--- src/sfsm_defines.svh ---
`ifndef SFSM_DEFINES_SVH
`define SFSM_DEFINES_SVH

// ---------------------------------------------------------------
// clock and timing
// ---------------------------------------------------------------
`define SFSM_CLK_KHZ        20000
`define SFSM_STALL_MS       20
`define SFSM_STALL_ALT_MS   50
`define SFSM_START_SEC      15
`define SFSM_START_ALT_SEC  60
`define SFSM_RESTORE_MS     1000
`define SFSM_BLINK_MS       250
`define SFSM_STALL_CYC      (`SFSM_STALL_MS * `SFSM_CLK_KHZ)
`define SFSM_START_CYC      (`SFSM_START_SEC * 1000 * `SFSM_CLK_KHZ)
`define SFSM_RESTORE_CYC    (`SFSM_RESTORE_MS * `SFSM_CLK_KHZ)
`define SFSM_BLINK_CYC      (`SFSM_BLINK_MS * `SFSM_CLK_KHZ)

// ---------------------------------------------------------------
// register map (byte addresses)
// ---------------------------------------------------------------
`define SFSM_ADDR_W         8
`define SFSM_OFS_THRESH     8'h04
`define SFSM_OFS_STATUS     8'h08
`define SFSM_OFS_IRQ_STAT   8'h0c
`define SFSM_OFS_IRQ_EN     8'h10
`define SFSM_OFS_IRQ_CLR    8'h14

// ---------------------------------------------------------------
// fields and reset values
// ---------------------------------------------------------------
`define SFSM_SMP_W          12
`define SFSM_THRESH_RST     12'h040
`define SFSM_EV_N           4
`define SFSM_EV_FAULT       0
`define SFSM_EV_RECOVER     1
`define SFSM_EV_READY       2
`define SFSM_EV_ILK_OPEN    3
`define SFSM_ST_STATE_LSB   0
`define SFSM_ST_MODE        4
`define SFSM_ST_ILK_OK      5
`define SFSM_ST_LASER       6
`define SFSM_ST_FAULT       7

`endif

--- src/sfsm_pkg.sv ---
package sfsm_pkg;
    typedef enum logic [3:0] {
        SFSM_START = 4'h1,
        SFSM_RUN   = 4'h2,
        SFSM_FAULT = 4'h4,
        SFSM_HOLD  = 4'h8
    } sfsm_state_type;

    typedef struct packed {
        sfsm_state_type state;
        logic [31:0]    cnt;
        logic [31:0]    blink_cnt;
        logic           blink;
        logic           mode_input;
        logic           mode_valid;
        logic [11:0]    thresh;
        logic [3:0]     irq_stat;
        logic [3:0]     irq_en;
        logic           ilk_ok_d;
        logic [7:0]     ha_addr;
        logic           ha_wr;
        logic           ha_act;
        logic [31:0]    hrdata;
    } sfsm_main_type;
endpackage : sfsm_pkg

--- src/sfsm_motion_det.sv ---
`timescale 1ns/1ps
`include "sfsm_defines.svh"

module sfsm_motion_det #(
    parameter int W     = `SFSM_SMP_W,
    parameter int LIMIT = `SFSM_STALL_CYC
) (
    // clock and reset
    input  wire logic         hclk,
    input  wire logic         hresetn,
    // sample and threshold
    input  wire logic [W-1:0] sample,
    input  wire logic [W-1:0] thresh,
    // result
    output logic              still
);
    import sfsm_pkg::*;
    localparam int CW = $clog2(LIMIT + 1);

    typedef struct packed {
        logic [W-1:0]  ref_smp;
        logic [CW-1:0] cnt;
        logic          still;
    } sfsm_det_type;

    sfsm_det_type s_r;
    sfsm_det_type s_nxt;
    logic signed [W:0] diff;
    logic [W:0]        mag;
    logic              moved;

    always_comb begin
        s_nxt = s_r;
        diff  = $signed({sample[W-1], sample}) - $signed({s_r.ref_smp[W-1], s_r.ref_smp});
        mag   = diff[W] ? (W+1)'(0) - diff : diff;
        // RQ8: excursion against threshold
        moved = mag >= {1'b0, thresh};
        if (moved) begin
            s_nxt.ref_smp = sample;
            s_nxt.cnt     = '0;
            s_nxt.still   = 1'b0;
        end else if (s_r.cnt == CW'(LIMIT - 1)) begin
            // RQ1: static past stall limit
            s_nxt.still = 1'b1;
        end else begin
            s_nxt.cnt = s_r.cnt + 1'b1;
        end
    end

    always_ff @(posedge hclk or negedge hresetn) begin
        if (!hresetn) begin
            s_r <= '0;
        end else begin
            s_r <= s_nxt;
        end
    end

    assign still = s_r.still;

    AST_MOVE_CLEARS: assert property (@(posedge hclk) disable iff (!hresetn) // RQ8
        moved |=> (s_r.cnt == '0) && !still)
        else $error("movement above threshold did not restart stall timer");
endmodule : sfsm_motion_det

--- src/sfsm_monitor.sv ---
// Local design decisions: the register offsets and register access over AHB-Lite.
`timescale 1ns/1ps
`include "sfsm_defines.svh"

// What this block does
// RQ1: any scanner static past stall limit is a fault, all lasers cut.
// RQ2: monitoring starts only after a build-time start-up period.
// RQ3: low feedback amplitude or missing feedback are faults.
// RQ4: scanner mode watches feedback; input mode also watches command movement.
// RQ5: mode selector is sampled only at start-up.
// RQ6: scanner mode: no feedback movement always cuts output.
// RQ7: input mode: cut only when feedback still while command moves.
// RQ8: amplitude compared to adjustable threshold.
// RQ9: restore at once in scanner mode, after 1000 ms in input mode.
// RQ10: monitor switch off forces outputs enabled, faults ignored.
// RQ11: emission indicator lit exactly when output is possible.
// RQ12: emission needs all interlocks closed, key on, covers shut.
// RQ13: start-up period blocks emission and blinks status indicator.
// RQ14: one enable combines fault, interlock and start-up gating.
module sfsm_monitor #(
    parameter int N_ILK       = 2,
    parameter int N_COVER     = 2,
    parameter int STALL_CYC   = `SFSM_STALL_CYC,
    parameter int START_CYC   = `SFSM_START_CYC,
    parameter int RESTORE_CYC = `SFSM_RESTORE_CYC,
    parameter int BLINK_CYC   = `SFSM_BLINK_CYC
) (
    // clock and reset
    input  wire logic                   hclk,
    input  wire logic                   hresetn,
    // ahb-lite slave
    input  wire logic                   hsel,
    input  wire logic [31:0]            haddr,
    input  wire logic [1:0]             htrans,
    input  wire logic                   hwrite,
    input  wire logic [2:0]             hsize,
    input  wire logic [31:0]            hwdata,
    input  wire logic                   hready,
    output logic                        hreadyout,
    output logic                        hresp,
    output logic [31:0]                 hrdata,
    // axis samples
    input  wire logic [`SFSM_SMP_W-1:0] cmd_x,
    input  wire logic [`SFSM_SMP_W-1:0] cmd_y,
    input  wire logic [`SFSM_SMP_W-1:0] fb_x,
    input  wire logic [`SFSM_SMP_W-1:0] fb_y,
    input  wire logic [1:0]             fb_present,
    // switches and loops
    input  wire logic                   mode_sel_input,
    input  wire logic                   monitor_en,
    input  wire logic [N_ILK-1:0]       interlock_closed,
    input  wire logic                   key_on,
    input  wire logic [N_COVER-1:0]     cover_closed,
    // outputs
    output logic                        laser_en,
    output logic                        emission_led,
    output logic                        status_led,
    output logic                        irq
);
    import sfsm_pkg::*;

    localparam int NAX = 4;

    sfsm_main_type         s_r;
    sfsm_main_type         s_nxt;
    logic [`SFSM_SMP_W-1:0] smp [NAX];
    logic [NAX-1:0]        still;
    logic                  fb_lost;
    logic                  fault;
    logic                  ilk_ok;
    logic                  gate;
    logic [3:0]            ev;
    logic                  wr_ph;
    logic [31:0]           rd_val;

    // ---------------------------------------------------------------
    // movement detectors: 0,1 feedback, 2,3 command
    // ---------------------------------------------------------------
    assign smp[0] = fb_x;
    assign smp[1] = fb_y;
    assign smp[2] = cmd_x;
    assign smp[3] = cmd_y;

    generate
        for (genvar i = 0; i < NAX; i++) begin : g_det
            sfsm_motion_det #(
                .W     (`SFSM_SMP_W),
                .LIMIT (STALL_CYC)
            ) u_det (
                .hclk    (hclk),
                .hresetn (hresetn),
                .sample  (smp[i]),
                .thresh  (s_r.thresh),
                .still   (still[i])
            );
        end
    endgenerate

    // ---------------------------------------------------------------
    // fault and gating
    // ---------------------------------------------------------------
    // RQ3: missing feedback
    assign fb_lost = ~&fb_present;
    // RQ12: every loop must be closed
    assign ilk_ok  = (&interlock_closed) & key_on & (&cover_closed);

    always_comb begin
        // RQ4: mode chooses which signals count
        if (s_r.mode_input) begin
            // RQ7: per axis, still feedback with moving command
            fault = fb_lost | (still[0] & ~still[2]) | (still[1] & ~still[3]);
        end else begin
            // RQ6: any still feedback cuts output
            fault = fb_lost | still[0] | still[1];
        end
    end

    // RQ14: single enable, any condition forbids
    // RQ10: switch off overrides fault states
    assign gate         = (s_r.state != SFSM_START) & (~monitor_en | (s_r.state == SFSM_RUN));
    assign laser_en     = gate & ilk_ok;
    // RQ11: indicator follows possibility of emission
    assign emission_led = laser_en;
    assign status_led   = s_r.blink;
    assign irq          = |(s_r.irq_stat & s_r.irq_en);
    assign hreadyout    = 1'b1;
    assign hresp        = 1'b0;
    assign hrdata       = s_r.hrdata;
    assign wr_ph        = s_r.ha_act & s_r.ha_wr & hready;

    // ---------------------------------------------------------------
    // read mux
    // ---------------------------------------------------------------
    always_comb begin
        rd_val = '0;
        case (haddr[`SFSM_ADDR_W-1:0])
            `SFSM_OFS_THRESH: begin
                rd_val[`SFSM_SMP_W-1:0] = s_r.thresh;
            end
            `SFSM_OFS_STATUS: begin
                rd_val[`SFSM_ST_STATE_LSB +: 4] = s_r.state;
                rd_val[`SFSM_ST_MODE]            = s_r.mode_input;
                rd_val[`SFSM_ST_ILK_OK]          = ilk_ok;
                rd_val[`SFSM_ST_LASER]           = laser_en;
                rd_val[`SFSM_ST_FAULT]           = fault;
            end
            `SFSM_OFS_IRQ_STAT: begin
                rd_val[`SFSM_EV_N-1:0] = s_r.irq_stat;
            end
            `SFSM_OFS_IRQ_EN: begin
                rd_val[`SFSM_EV_N-1:0] = s_r.irq_en;
            end
            default: begin
                rd_val = '0;
            end
        endcase
    end

    // ---------------------------------------------------------------
    // next state
    // ---------------------------------------------------------------
    always_comb begin
        s_nxt = s_r;
        ev    = '0;

        // RQ5: selector caught once after reset release
        if (!s_r.mode_valid) begin
            s_nxt.mode_valid = 1'b1;
            s_nxt.mode_input = mode_sel_input;
        end

        s_nxt.ilk_ok_d = ilk_ok;
        if (s_r.ilk_ok_d && !ilk_ok) begin
            ev[`SFSM_EV_ILK_OPEN] = 1'b1;
        end

        case (s_r.state)
            SFSM_START: begin
                // RQ13: blink while emission blocked
                if (s_r.blink_cnt == 32'(BLINK_CYC - 1)) begin
                    s_nxt.blink_cnt = '0;
                    s_nxt.blink     = ~s_r.blink;
                end else begin
                    s_nxt.blink_cnt = s_r.blink_cnt + 32'h1;
                end
                // RQ2: monitoring begins after start-up period
                if (s_r.cnt == 32'(START_CYC - 1)) begin
                    s_nxt.state = SFSM_RUN;
                    s_nxt.cnt   = '0;
                    s_nxt.blink = 1'b0;
                    ev[`SFSM_EV_READY] = 1'b1;
                end else begin
                    s_nxt.cnt = s_r.cnt + 32'h1;
                end
            end
            SFSM_RUN: begin
                // RQ1: fault cuts every laser at once
                if (fault && monitor_en) begin
                    s_nxt.state = SFSM_FAULT;
                    ev[`SFSM_EV_FAULT] = 1'b1;
                end
            end
            SFSM_FAULT: begin
                // RQ9: scanner mode immediate, input mode delayed
                if (!fault || !monitor_en) begin
                    s_nxt.cnt = '0;
                    if (s_r.mode_input && monitor_en) begin
                        s_nxt.state = SFSM_HOLD;
                    end else begin
                        s_nxt.state = SFSM_RUN;
                        ev[`SFSM_EV_RECOVER] = 1'b1;
                    end
                end
            end
            SFSM_HOLD: begin
                if (fault && monitor_en) begin
                    s_nxt.state = SFSM_FAULT;
                end else if (s_r.cnt == 32'(RESTORE_CYC - 1) || !monitor_en) begin
                    s_nxt.state = SFSM_RUN;
                    ev[`SFSM_EV_RECOVER] = 1'b1;
                end else begin
                    s_nxt.cnt = s_r.cnt + 32'h1;
                end
            end
            default: begin
                s_nxt.state = SFSM_START;
                s_nxt.cnt   = '0;
            end
        endcase

        // bus data phase; clear first so a same-cycle event still sets
        if (wr_ph) begin
            case (s_r.ha_addr)
                `SFSM_OFS_THRESH: begin
                    s_nxt.thresh = hwdata[`SFSM_SMP_W-1:0];
                end
                `SFSM_OFS_IRQ_EN: begin
                    s_nxt.irq_en = hwdata[`SFSM_EV_N-1:0];
                end
                `SFSM_OFS_IRQ_CLR: begin
                    s_nxt.irq_stat = s_r.irq_stat & ~hwdata[`SFSM_EV_N-1:0];
                end
                default: begin
                    s_nxt.irq_en = s_nxt.irq_en;
                end
            endcase
        end
        s_nxt.irq_stat = s_nxt.irq_stat | ev;

        // address phase
        s_nxt.ha_act = 1'b0;
        if (hsel && htrans[1] && hready) begin
            s_nxt.ha_act  = 1'b1;
            s_nxt.ha_wr   = hwrite;
            s_nxt.ha_addr = haddr[`SFSM_ADDR_W-1:0];
            if (!hwrite) begin
                s_nxt.hrdata = rd_val;
            end
        end
    end

    always_ff @(posedge hclk or negedge hresetn) begin
        if (!hresetn) begin
            s_r        <= '0;
            s_r.state  <= SFSM_START;
            s_r.thresh <= `SFSM_THRESH_RST;
        end else begin
            s_r <= s_nxt;
        end
    end

    // ---------------------------------------------------------------
    // checks
    // ---------------------------------------------------------------
    AST_START_BLOCKS: assert property (@(posedge hclk) disable iff (!hresetn) // RQ13
        (s_r.state == SFSM_START) |-> !laser_en && !emission_led)
        else $error("emission possible during start-up");

    AST_START_HOLDS: assert property (@(posedge hclk) disable iff (!hresetn) // RQ2
        (s_r.state == SFSM_START) && (s_r.cnt != 32'(START_CYC - 1)) |=> (s_r.state == SFSM_START))
        else $error("start-up period ended early");

    AST_ILK_CUTS: assert property (@(posedge hclk) disable iff (!hresetn) // RQ12
        !ilk_ok |-> !laser_en && !emission_led)
        else $error("emission with open interlock");

    AST_BYPASS: assert property (@(posedge hclk) disable iff (!hresetn) // RQ10
        !monitor_en && ilk_ok && (s_r.state != SFSM_START) |-> laser_en)
        else $error("bypassed monitor still cut output");

    AST_STALL_CUT: assert property (@(posedge hclk) disable iff (!hresetn) // RQ1
        monitor_en && (s_r.state == SFSM_RUN) && fault |=> !laser_en)
        else $error("fault did not cut emission next cycle");

    AST_FB_LOST: assert property (@(posedge hclk) disable iff (!hresetn) // RQ3
        fb_lost |-> fault)
        else $error("missing feedback not a fault");

    AST_SCAN_STILL: assert property (@(posedge hclk) disable iff (!hresetn) // RQ6
        !s_r.mode_input && (still[0] || still[1]) |-> fault)
        else $error("still feedback tolerated in scanner mode");

    AST_INPUT_STATIC_OK: assert property (@(posedge hclk) disable iff (!hresetn) // RQ7
        s_r.mode_input && !fb_lost && (&still[3:2]) |-> !fault)
        else $error("static command flagged in input mode");

    AST_MODE_FROZEN: assert property (@(posedge hclk) disable iff (!hresetn) // RQ5
        s_r.mode_valid |=> $stable(s_r.mode_input))
        else $error("mode changed while running");

    AST_SCAN_RESTORE: assert property (@(posedge hclk) disable iff (!hresetn) // RQ9
        (s_r.state == SFSM_FAULT) && !s_r.mode_input && !fault |=> (s_r.state == SFSM_RUN))
        else $error("scanner mode restore not immediate");

    AST_INPUT_DELAY: assert property (@(posedge hclk) disable iff (!hresetn) // RQ9
        (s_r.state == SFSM_FAULT) && s_r.mode_input && monitor_en && !fault
        |=> !laser_en ##1 !laser_en)
        else $error("input mode restored without delay");

    AST_MODE_SELECT: assert property (@(posedge hclk) disable iff (!hresetn) // RQ4
        !fb_lost && s_r.mode_input && still[0] && still[2] && !still[1] |-> !fault)
        else $error("input mode ignored command movement");

    AST_ONE_ENABLE: assert property (@(posedge hclk) disable iff (!hresetn) // RQ14
        monitor_en && (s_r.state inside {SFSM_FAULT, SFSM_HOLD}) |-> !laser_en)
        else $error("enable high while fault gate closed");

    AST_LED_TRACK: assert property (@(posedge hclk) disable iff (!hresetn) // RQ11
        $rose(laser_en) |-> emission_led && $rose(emission_led))
        else $error("indicator out of step with emission");

    AST_THRESH_WR: assert property (@(posedge hclk) disable iff (!hresetn) // RQ8
        wr_ph && (s_r.ha_addr == `SFSM_OFS_THRESH) |=> (s_r.thresh == $past(hwdata[`SFSM_SMP_W-1:0])))
        else $error("threshold write lost");

    AST_IRQ_SET_WINS: assert property (@(posedge hclk) disable iff (!hresetn) // RQ1
        ev[`SFSM_EV_FAULT] |=> s_r.irq_stat[`SFSM_EV_FAULT])
        else $error("fault event lost to a same-cycle clear");

    AST_HOLD_TIME: assert property (@(posedge hclk) disable iff (!hresetn) // RQ9
        (s_r.state == SFSM_HOLD) && monitor_en && !fault && (s_r.cnt != 32'(RESTORE_CYC - 1))
        |=> (s_r.state == SFSM_HOLD))
        else $error("input mode restore delay cut short");

    AST_BLINK_TOGGLE: assert property (@(posedge hclk) disable iff (!hresetn) // RQ13
        (s_r.state == SFSM_START) && (s_r.blink_cnt == 32'(BLINK_CYC - 1))
        && (s_r.cnt != 32'(START_CYC - 1)) |=> (status_led != $past(status_led)))
        else $error("status indicator did not toggle in start-up");
endmodule : sfsm_monitor

--- config.mk ---
export PLATFORM = sky130hd
export DESIGN_NAME = sfsm_monitor
export DESIGN_NICKNAME = d
export VERILOG_FILES = /design/src/sfsm_pkg.sv /design/src/sfsm_motion_det.sv /design/src/sfsm_monitor.sv
export VERILOG_INCLUDE_DIRS = /design/src /design/src/src
export SDC_FILE = /design/constraint.sdc
export NUM_CORES = 1
export LEC_CHECK = 0
export BUFFER_PORTS_ARGS = -buffer_cell sky130_fd_sc_hd__buf_2
export CORE_UTILIZATION = 65
export CTS_CLUSTER_SIZE = 25
export DETAILED_ROUTE_END_ITERATION = 7
export PLACE_DENSITY = 0.95
export SYNTH_ARGS = -nofsm -noshare
export SYNTH_HDL_FRONTEND = slang
export SYNTH_SLANG_ARGS = --single-unit
--- constraint.sdc ---
create_clock -name hclk -period 12.4 [get_ports hclk]
set_input_delay 1.86 -clock hclk [delete_from_list [all_inputs] [get_ports hclk]]
set_output_delay 1.86 -clock hclk [all_outputs]
set_load 0.01 [all_outputs]
### Yosys cells after proc, flatten, opt, wreduce, memory -nomap -nowiden

Cells that the tools add are included.

* bitwise operators: 23
* magnitude comparators: 4
* reductions and logical operators: 26
* muxes and demuxes: 49
* add/sub/neg operators: 14
* eq/ne operators: 29

Operator list (number)
* $mux 32: 4
* $pmux 32 s4: 1
* $mux 20: 4
* $add 19x1->19 const B: 4
* $eq 19x19->1 const B: 4
* $mux 19: 4
* $add 32x1->32 const B: 2
* $ge 13x12->1: 4
* $mux 13: 4
* $sub 1x13->13 const A: 4
* $sub 12x12->13: 4
* $mux 36: 1
* $mux 33: 1
* $eq 32x23->1 const B: 1
* $eq 32x25->1 const B: 1
* $eq 32x29->1 const B: 1
* $mux 4: 8
* $pmux 4 s4: 2
* $eq 8x5->1 const B: 3
* $eq 8x3->1 const B: 2
* $eq 8x4->1 const B: 2
* $mux 1: 16
* $reduce_and 2->1: 7
* $mux 12: 1
* 23 further kinds: 60

* logic and storage cells: 171
* register bits: 242

### Logic depth before layout (Yosys ltp)

* depth in word-level cells: 10
* gate-level depth with buffers: 23
* gate-level depth less buffers: 20

### Cells and area by module

Synthesis repeated with hierarchy kept, for this count alone.

* cells, all modules: 1787
* area, all modules: 16485.8 um2

Modules (own cells, without submodules)
* sfsm_motion_det at g_det[0].u_det ...: cells an instance 290, instances 3, area an instance 2567.5 um2, sequential area each 800.8 um2
* sfsm_monitor: cells an instance 619, instances 1, area an instance 6102.1 um2, sequential area each 2855.2 um2
* sfsm_motion_det at g_det[3].u_det: cells an instance 298, instances 1, area an instance 2681.3 um2, sequential area each 800.8 um2

### Worst setup path after synthesis

OpenSTA, ideal clock, no wires.

* path kind: input port to flip-flop
* from: input fb_y[0]
* to: register g_det[1].u_det.s_r[25] (netlist bit)
* cell stages on the path: 22
* setup slack: 6.163 ns
* library setup time: 0.128 ns
* arrival: 6.109 ns
* cells stage by stage: inv_1 -> ha_1 -> fa_1 -> nor2b_1 -> o31a_1 -> o211a_1 -> or2_2 -> nand4_1 -> a31oi_1 -> clkbuf_1 -> nor2_1 -> xnor2_1 -> ha_1 -> a21oi_1 -> o21ai_0 -> a41o_1 -> a2111oi_0 -> o21bai_1 -> a31oi_1 -> o41ai_4 -> buf_4 -> mux2_1

* cells in the longest elaborated chain, start to end: 4

RTL lines
* start, declared: line sfsm_monitor.sv:46 `` input wire logic [`SFSM_SMP_W-1:0] fb_y, ``
* $sub 12x12->13 (*): line sfsm_motion_det.sv:34 `diff = $signed({sample[W-1], sample}) - $signed({s_r.ref_smp[W-1], s_r.ref_smp});`
* $sub 1x13->13: line sfsm_motion_det.sv:35 `mag = diff[W] ? (W+1)'(0) - diff : diff;`
* $mux 13 (*): line sfsm_motion_det.sv:35
* $ge 13x12->1 (*): line sfsm_motion_det.sv:37 `moved = mag >= {1'b0, thresh};`
* end signal, assigned: line sfsm_motion_det.sv:54 `s_r <= s_nxt;`
* end, declared: line sfsm_motion_det.sv:26 `sfsm_det_type s_r;`

Mark *: on every way between the ends. The rest lies on a longest branch, timed or not.
A chain may end at the register's enable or synchronous reset.

### Final worst setup path

* from: input cmd_y[0]
* to: register g_det[3].u_det.s_r[7] (netlist bit)

* cells in the longest elaborated chain, start to end: 5
* elaborated cells on any way between the ends: 6
* those cells by class: add/sub: 2; order compare: 1; eq/ne: 1; mux: 2

RTL lines
* start, declared: line sfsm_monitor.sv:44 `` input wire logic [`SFSM_SMP_W-1:0] cmd_y, ``
* $sub 12x12->13 (*): line sfsm_motion_det.sv:34
* $sub 1x13->13: line sfsm_motion_det.sv:35
* $mux 13 (*): line sfsm_motion_det.sv:35
* $ge 13x12->1 (*): line sfsm_motion_det.sv:37
* $ne 2x1->1 (no source line) or $mux 20 (tied branches)
* end signal, assigned: line sfsm_motion_det.sv:54
* end, declared: line sfsm_motion_det.sv:26

Marked as above.

==> metrics.cfg <==
[sta]
max_slew_margin_pct=22.04
worst_slew_pin_slew_ns=1.169
fin_skew_ns=0.01798
finalSetupViolCount=0
drv_slew=0
hold_viol=0
min_period_over_period_pct=50.93
max_freq_ghz=0.1584
rsz0062_at_grt=no
final.min_clock_period_ns=6.315
fin_tns_setup_ns=0

[floorplan]
ios=169
chipHeight_um=157.3
die_area_um2=24750
rows=56
initial_core_util_pct=66.61
die_w_um=157.3
core_um2=23540

[synth]
synth_edf_count=0
yosys.area.top_type=dfrtp_1
synth_ff_type=dfrtp_1
synth_warnings=0
synthDistinctLibCells=86
synthMostInstantiatedCell=dfrtp_1
synth_top_area_share_pct=38.30
synth_seq_cells=242
netlist_top_cells_count=dfrtp_1, nor2_1, nand2_1
ys_seq_area_share_pct=38.63
netlist_area_um2=15680
synth_area_leaders=dfrtp_1, ha_1, nor2_1
netlist_instances=1694
synthArstFlopShare_pct=100.0
syn_avg_cell_area_um2=9.257

[min_path]
hold_path_class=flop to flop
hp-start=s_r[97]

[clock_network]
postCtsSetupBuffers=0
cts_tree=done
root_buffer=clkbuf_16
clk_pin_slew_ns=0.06
clk_path_buf_depth=3
ctsHoldBuffers=0
cts_buffers=26
clkSinkCount=242
cts_resized=0
clk_latency_ns=0.55
clock_tree.htree_level_count=1

[grt]
antenna_found_initial=4
grt_max_degree=114
grt_overflow_total=0
grt_pass1_vias=13350
grt_first_pass_wirelength_mm=62.66
grt_use_total_pct=31.09

[critical_path]
cp_slowest_cell=or4_1
crit_arrival_ns=6.78
crit_path_start=cmd_y[0]
reg2reg_from=g_det[3].u_det.s_r[20]
endpoint_kind=flop
path_max_fanout=20
cpPeakStageDelay_ns=0.55
start_kind=primary input
crit_path_cell_trace=buf_2 -> inv_1 -> ha_1 -> fa_1 -> nor2b_1 -> o31a_1 -> a21oi_1 -> nor2_1 -> or4b_1 -> or4_1 -> nor2b_1 -> xor2_1 -> ha_1 -> and3_1 -> a221o_1 -> a31oi_1 -> o41ai_4 -> buf_4 -> nor3_1
cp.required_ns=12.86
crit_type=primary input to flop

[power]
p_sw_share_pct=38.20
seqPwrFrac_pct=31.7
comb_power_share_pct=42.6
irDropWorstVdd_mv=0.1598
clkPwrFrac_pct=25.7
power_switching_w=0.001336
p_per_area_nw_per_um2=202.7
leakage_nw=8.144
intPower_w=0.002161

[drt]
drtAntennaViolNets=0
dr.pass1.iters=6
dr.first_iter.drc_count=1095
drc=0
viasPerCell=6.230
wl_per_cell_um=17.62
wl_mm=37.23
via_count=13160

[finish]
fin_util_pct=73.29
area_growth_pct=10.04
multi_input_area_um2=8931
drive_gt1_share_pct=11.79
nets=2012
regArea_um2=6058
fillers=1519

[placed_design]
dp_hpwl_mm=25.66
gp_congestion=0.9432
port_buffers=98

[status]
status=finished clean

[flow_run]
cap_violations=0

registers in the layout, indices dropped and copies added (netlist names):
register / cells
g_det.u_det.s_r: 124
s_r: 101
hrdata: 12
g_det.u_det.still: 4
status_led: 1
stage by stage:
stage          setup WS [ns]  hold WS (ns)  power [W]  instances  instance area (µm²)
2_1_floorplan          6.163        0.4400   0.002222       1715                15760
3_3_place_gp           5.844        0.4553   0.002427       2062                16260
3_5_place_dp           5.645        0.4685   0.002548       2062                16260
4_1_cts                6.161        0.4839   0.003479       2109                17250
5_1_grt                5.681        0.5035   0.003716       2112                17250
6_report               6.085        0.4852   0.003497       2113                17260
layout make-up:
type	instances	share of cell area, %
tap	319	2.313
clock buffer	32	4.017
clock inverter	15	1.690
multi-input combinational	1311	51.76
sequential	242	35.11
timing repair buffer	105	3.205
inverter	85	1.849
antenna	4	0.05801
path summary, 6_finish.rpt:
kind / endpoint / slack, ns / cells after the start
worst max-delay path: g_det[3].u_det.s_r[7] / 6.09 / 19
worst min-delay path: s_r[97] / 0.49 / 1
worst max register to register: g_det[3].u_det.s_r[7] / 7.14 / 17
worst min register to register: s_r[97] / 0.49 / 1
max in group asynchronous: g_det[3].u_det.s_r[10] / 9.46 / 2
min in group asynchronous: s_r[119] / 1.38 / 1
power by group through the flow:
stage | combinational [W] | sequential, W | clock, W
global route | 0.00165 | 0.00113 | 0.000935
global placement | 0.00133 | 0.00110 | 0
finish | 0.00149 | 0.00111 | 0.000899
CTS | 0.00147 | 0.00110 | 0.000903
floorplan | 0.00116 | 0.00107 | 0
detailed placement | 0.00144 | 0.00111 | 0
placed cells by master, fill, tap and decap left out, types with 8 or more instances in the layout:
cell type  instances
mux2_2            41
mux2_1            19
or3_1             14
ha_1             106
bufinv_16          8
nor4_1            13
and4_1            12
dfrtp_1          240
buf_2             97
inv_1             85
nand2_1          143
and3_1            31
nor3_1            24
xnor2_1           87
o21ai_0           66
a31oi_1           11
o21a_1            21
clkbuf_16         26
nor2_1           218
nor4b_1            9
conb_1            23
xor2_1            90
a21oi_1           59
nor2b_1           18
a21o_1            24
nand3_1           72
nand4_1           39
nand2b_1          20
and2_1            12
worst max-delay path: cells and delay by family:
family                     cells  cell delay (ns)
and+or+nand+nor                7             2.08
AOI/OAI and AO/OA              5             1.19
adders and majority gates      3             1.00
buffers and inverters          3             0.45
xor gates and xnor gates       1             0.19
per-layer routing:
layer | wire [µm] | global-route usage, %
met3 | 2344 | 4.818
met1 | 14590 | 37.15
met4 | 1521 | 13.96
met2 | 18750 | 55.10
met5 | 12 | 0
cell families after synthesis:
logic type | count (synthesis) | share of synthesized area (%)
simple gates | 663 | 20.86
mux | 67 | 4.755
buf+inv | 162 | 4.915
other cells | 2 | 0.04789
compound gates | 271 | 11.93
flops | 242 | 38.63
xor+xnor | 177 | 9.886
fa+ha+maj | 110 | 8.968
No activity file was read; power rests on OpenSTA's default activity.
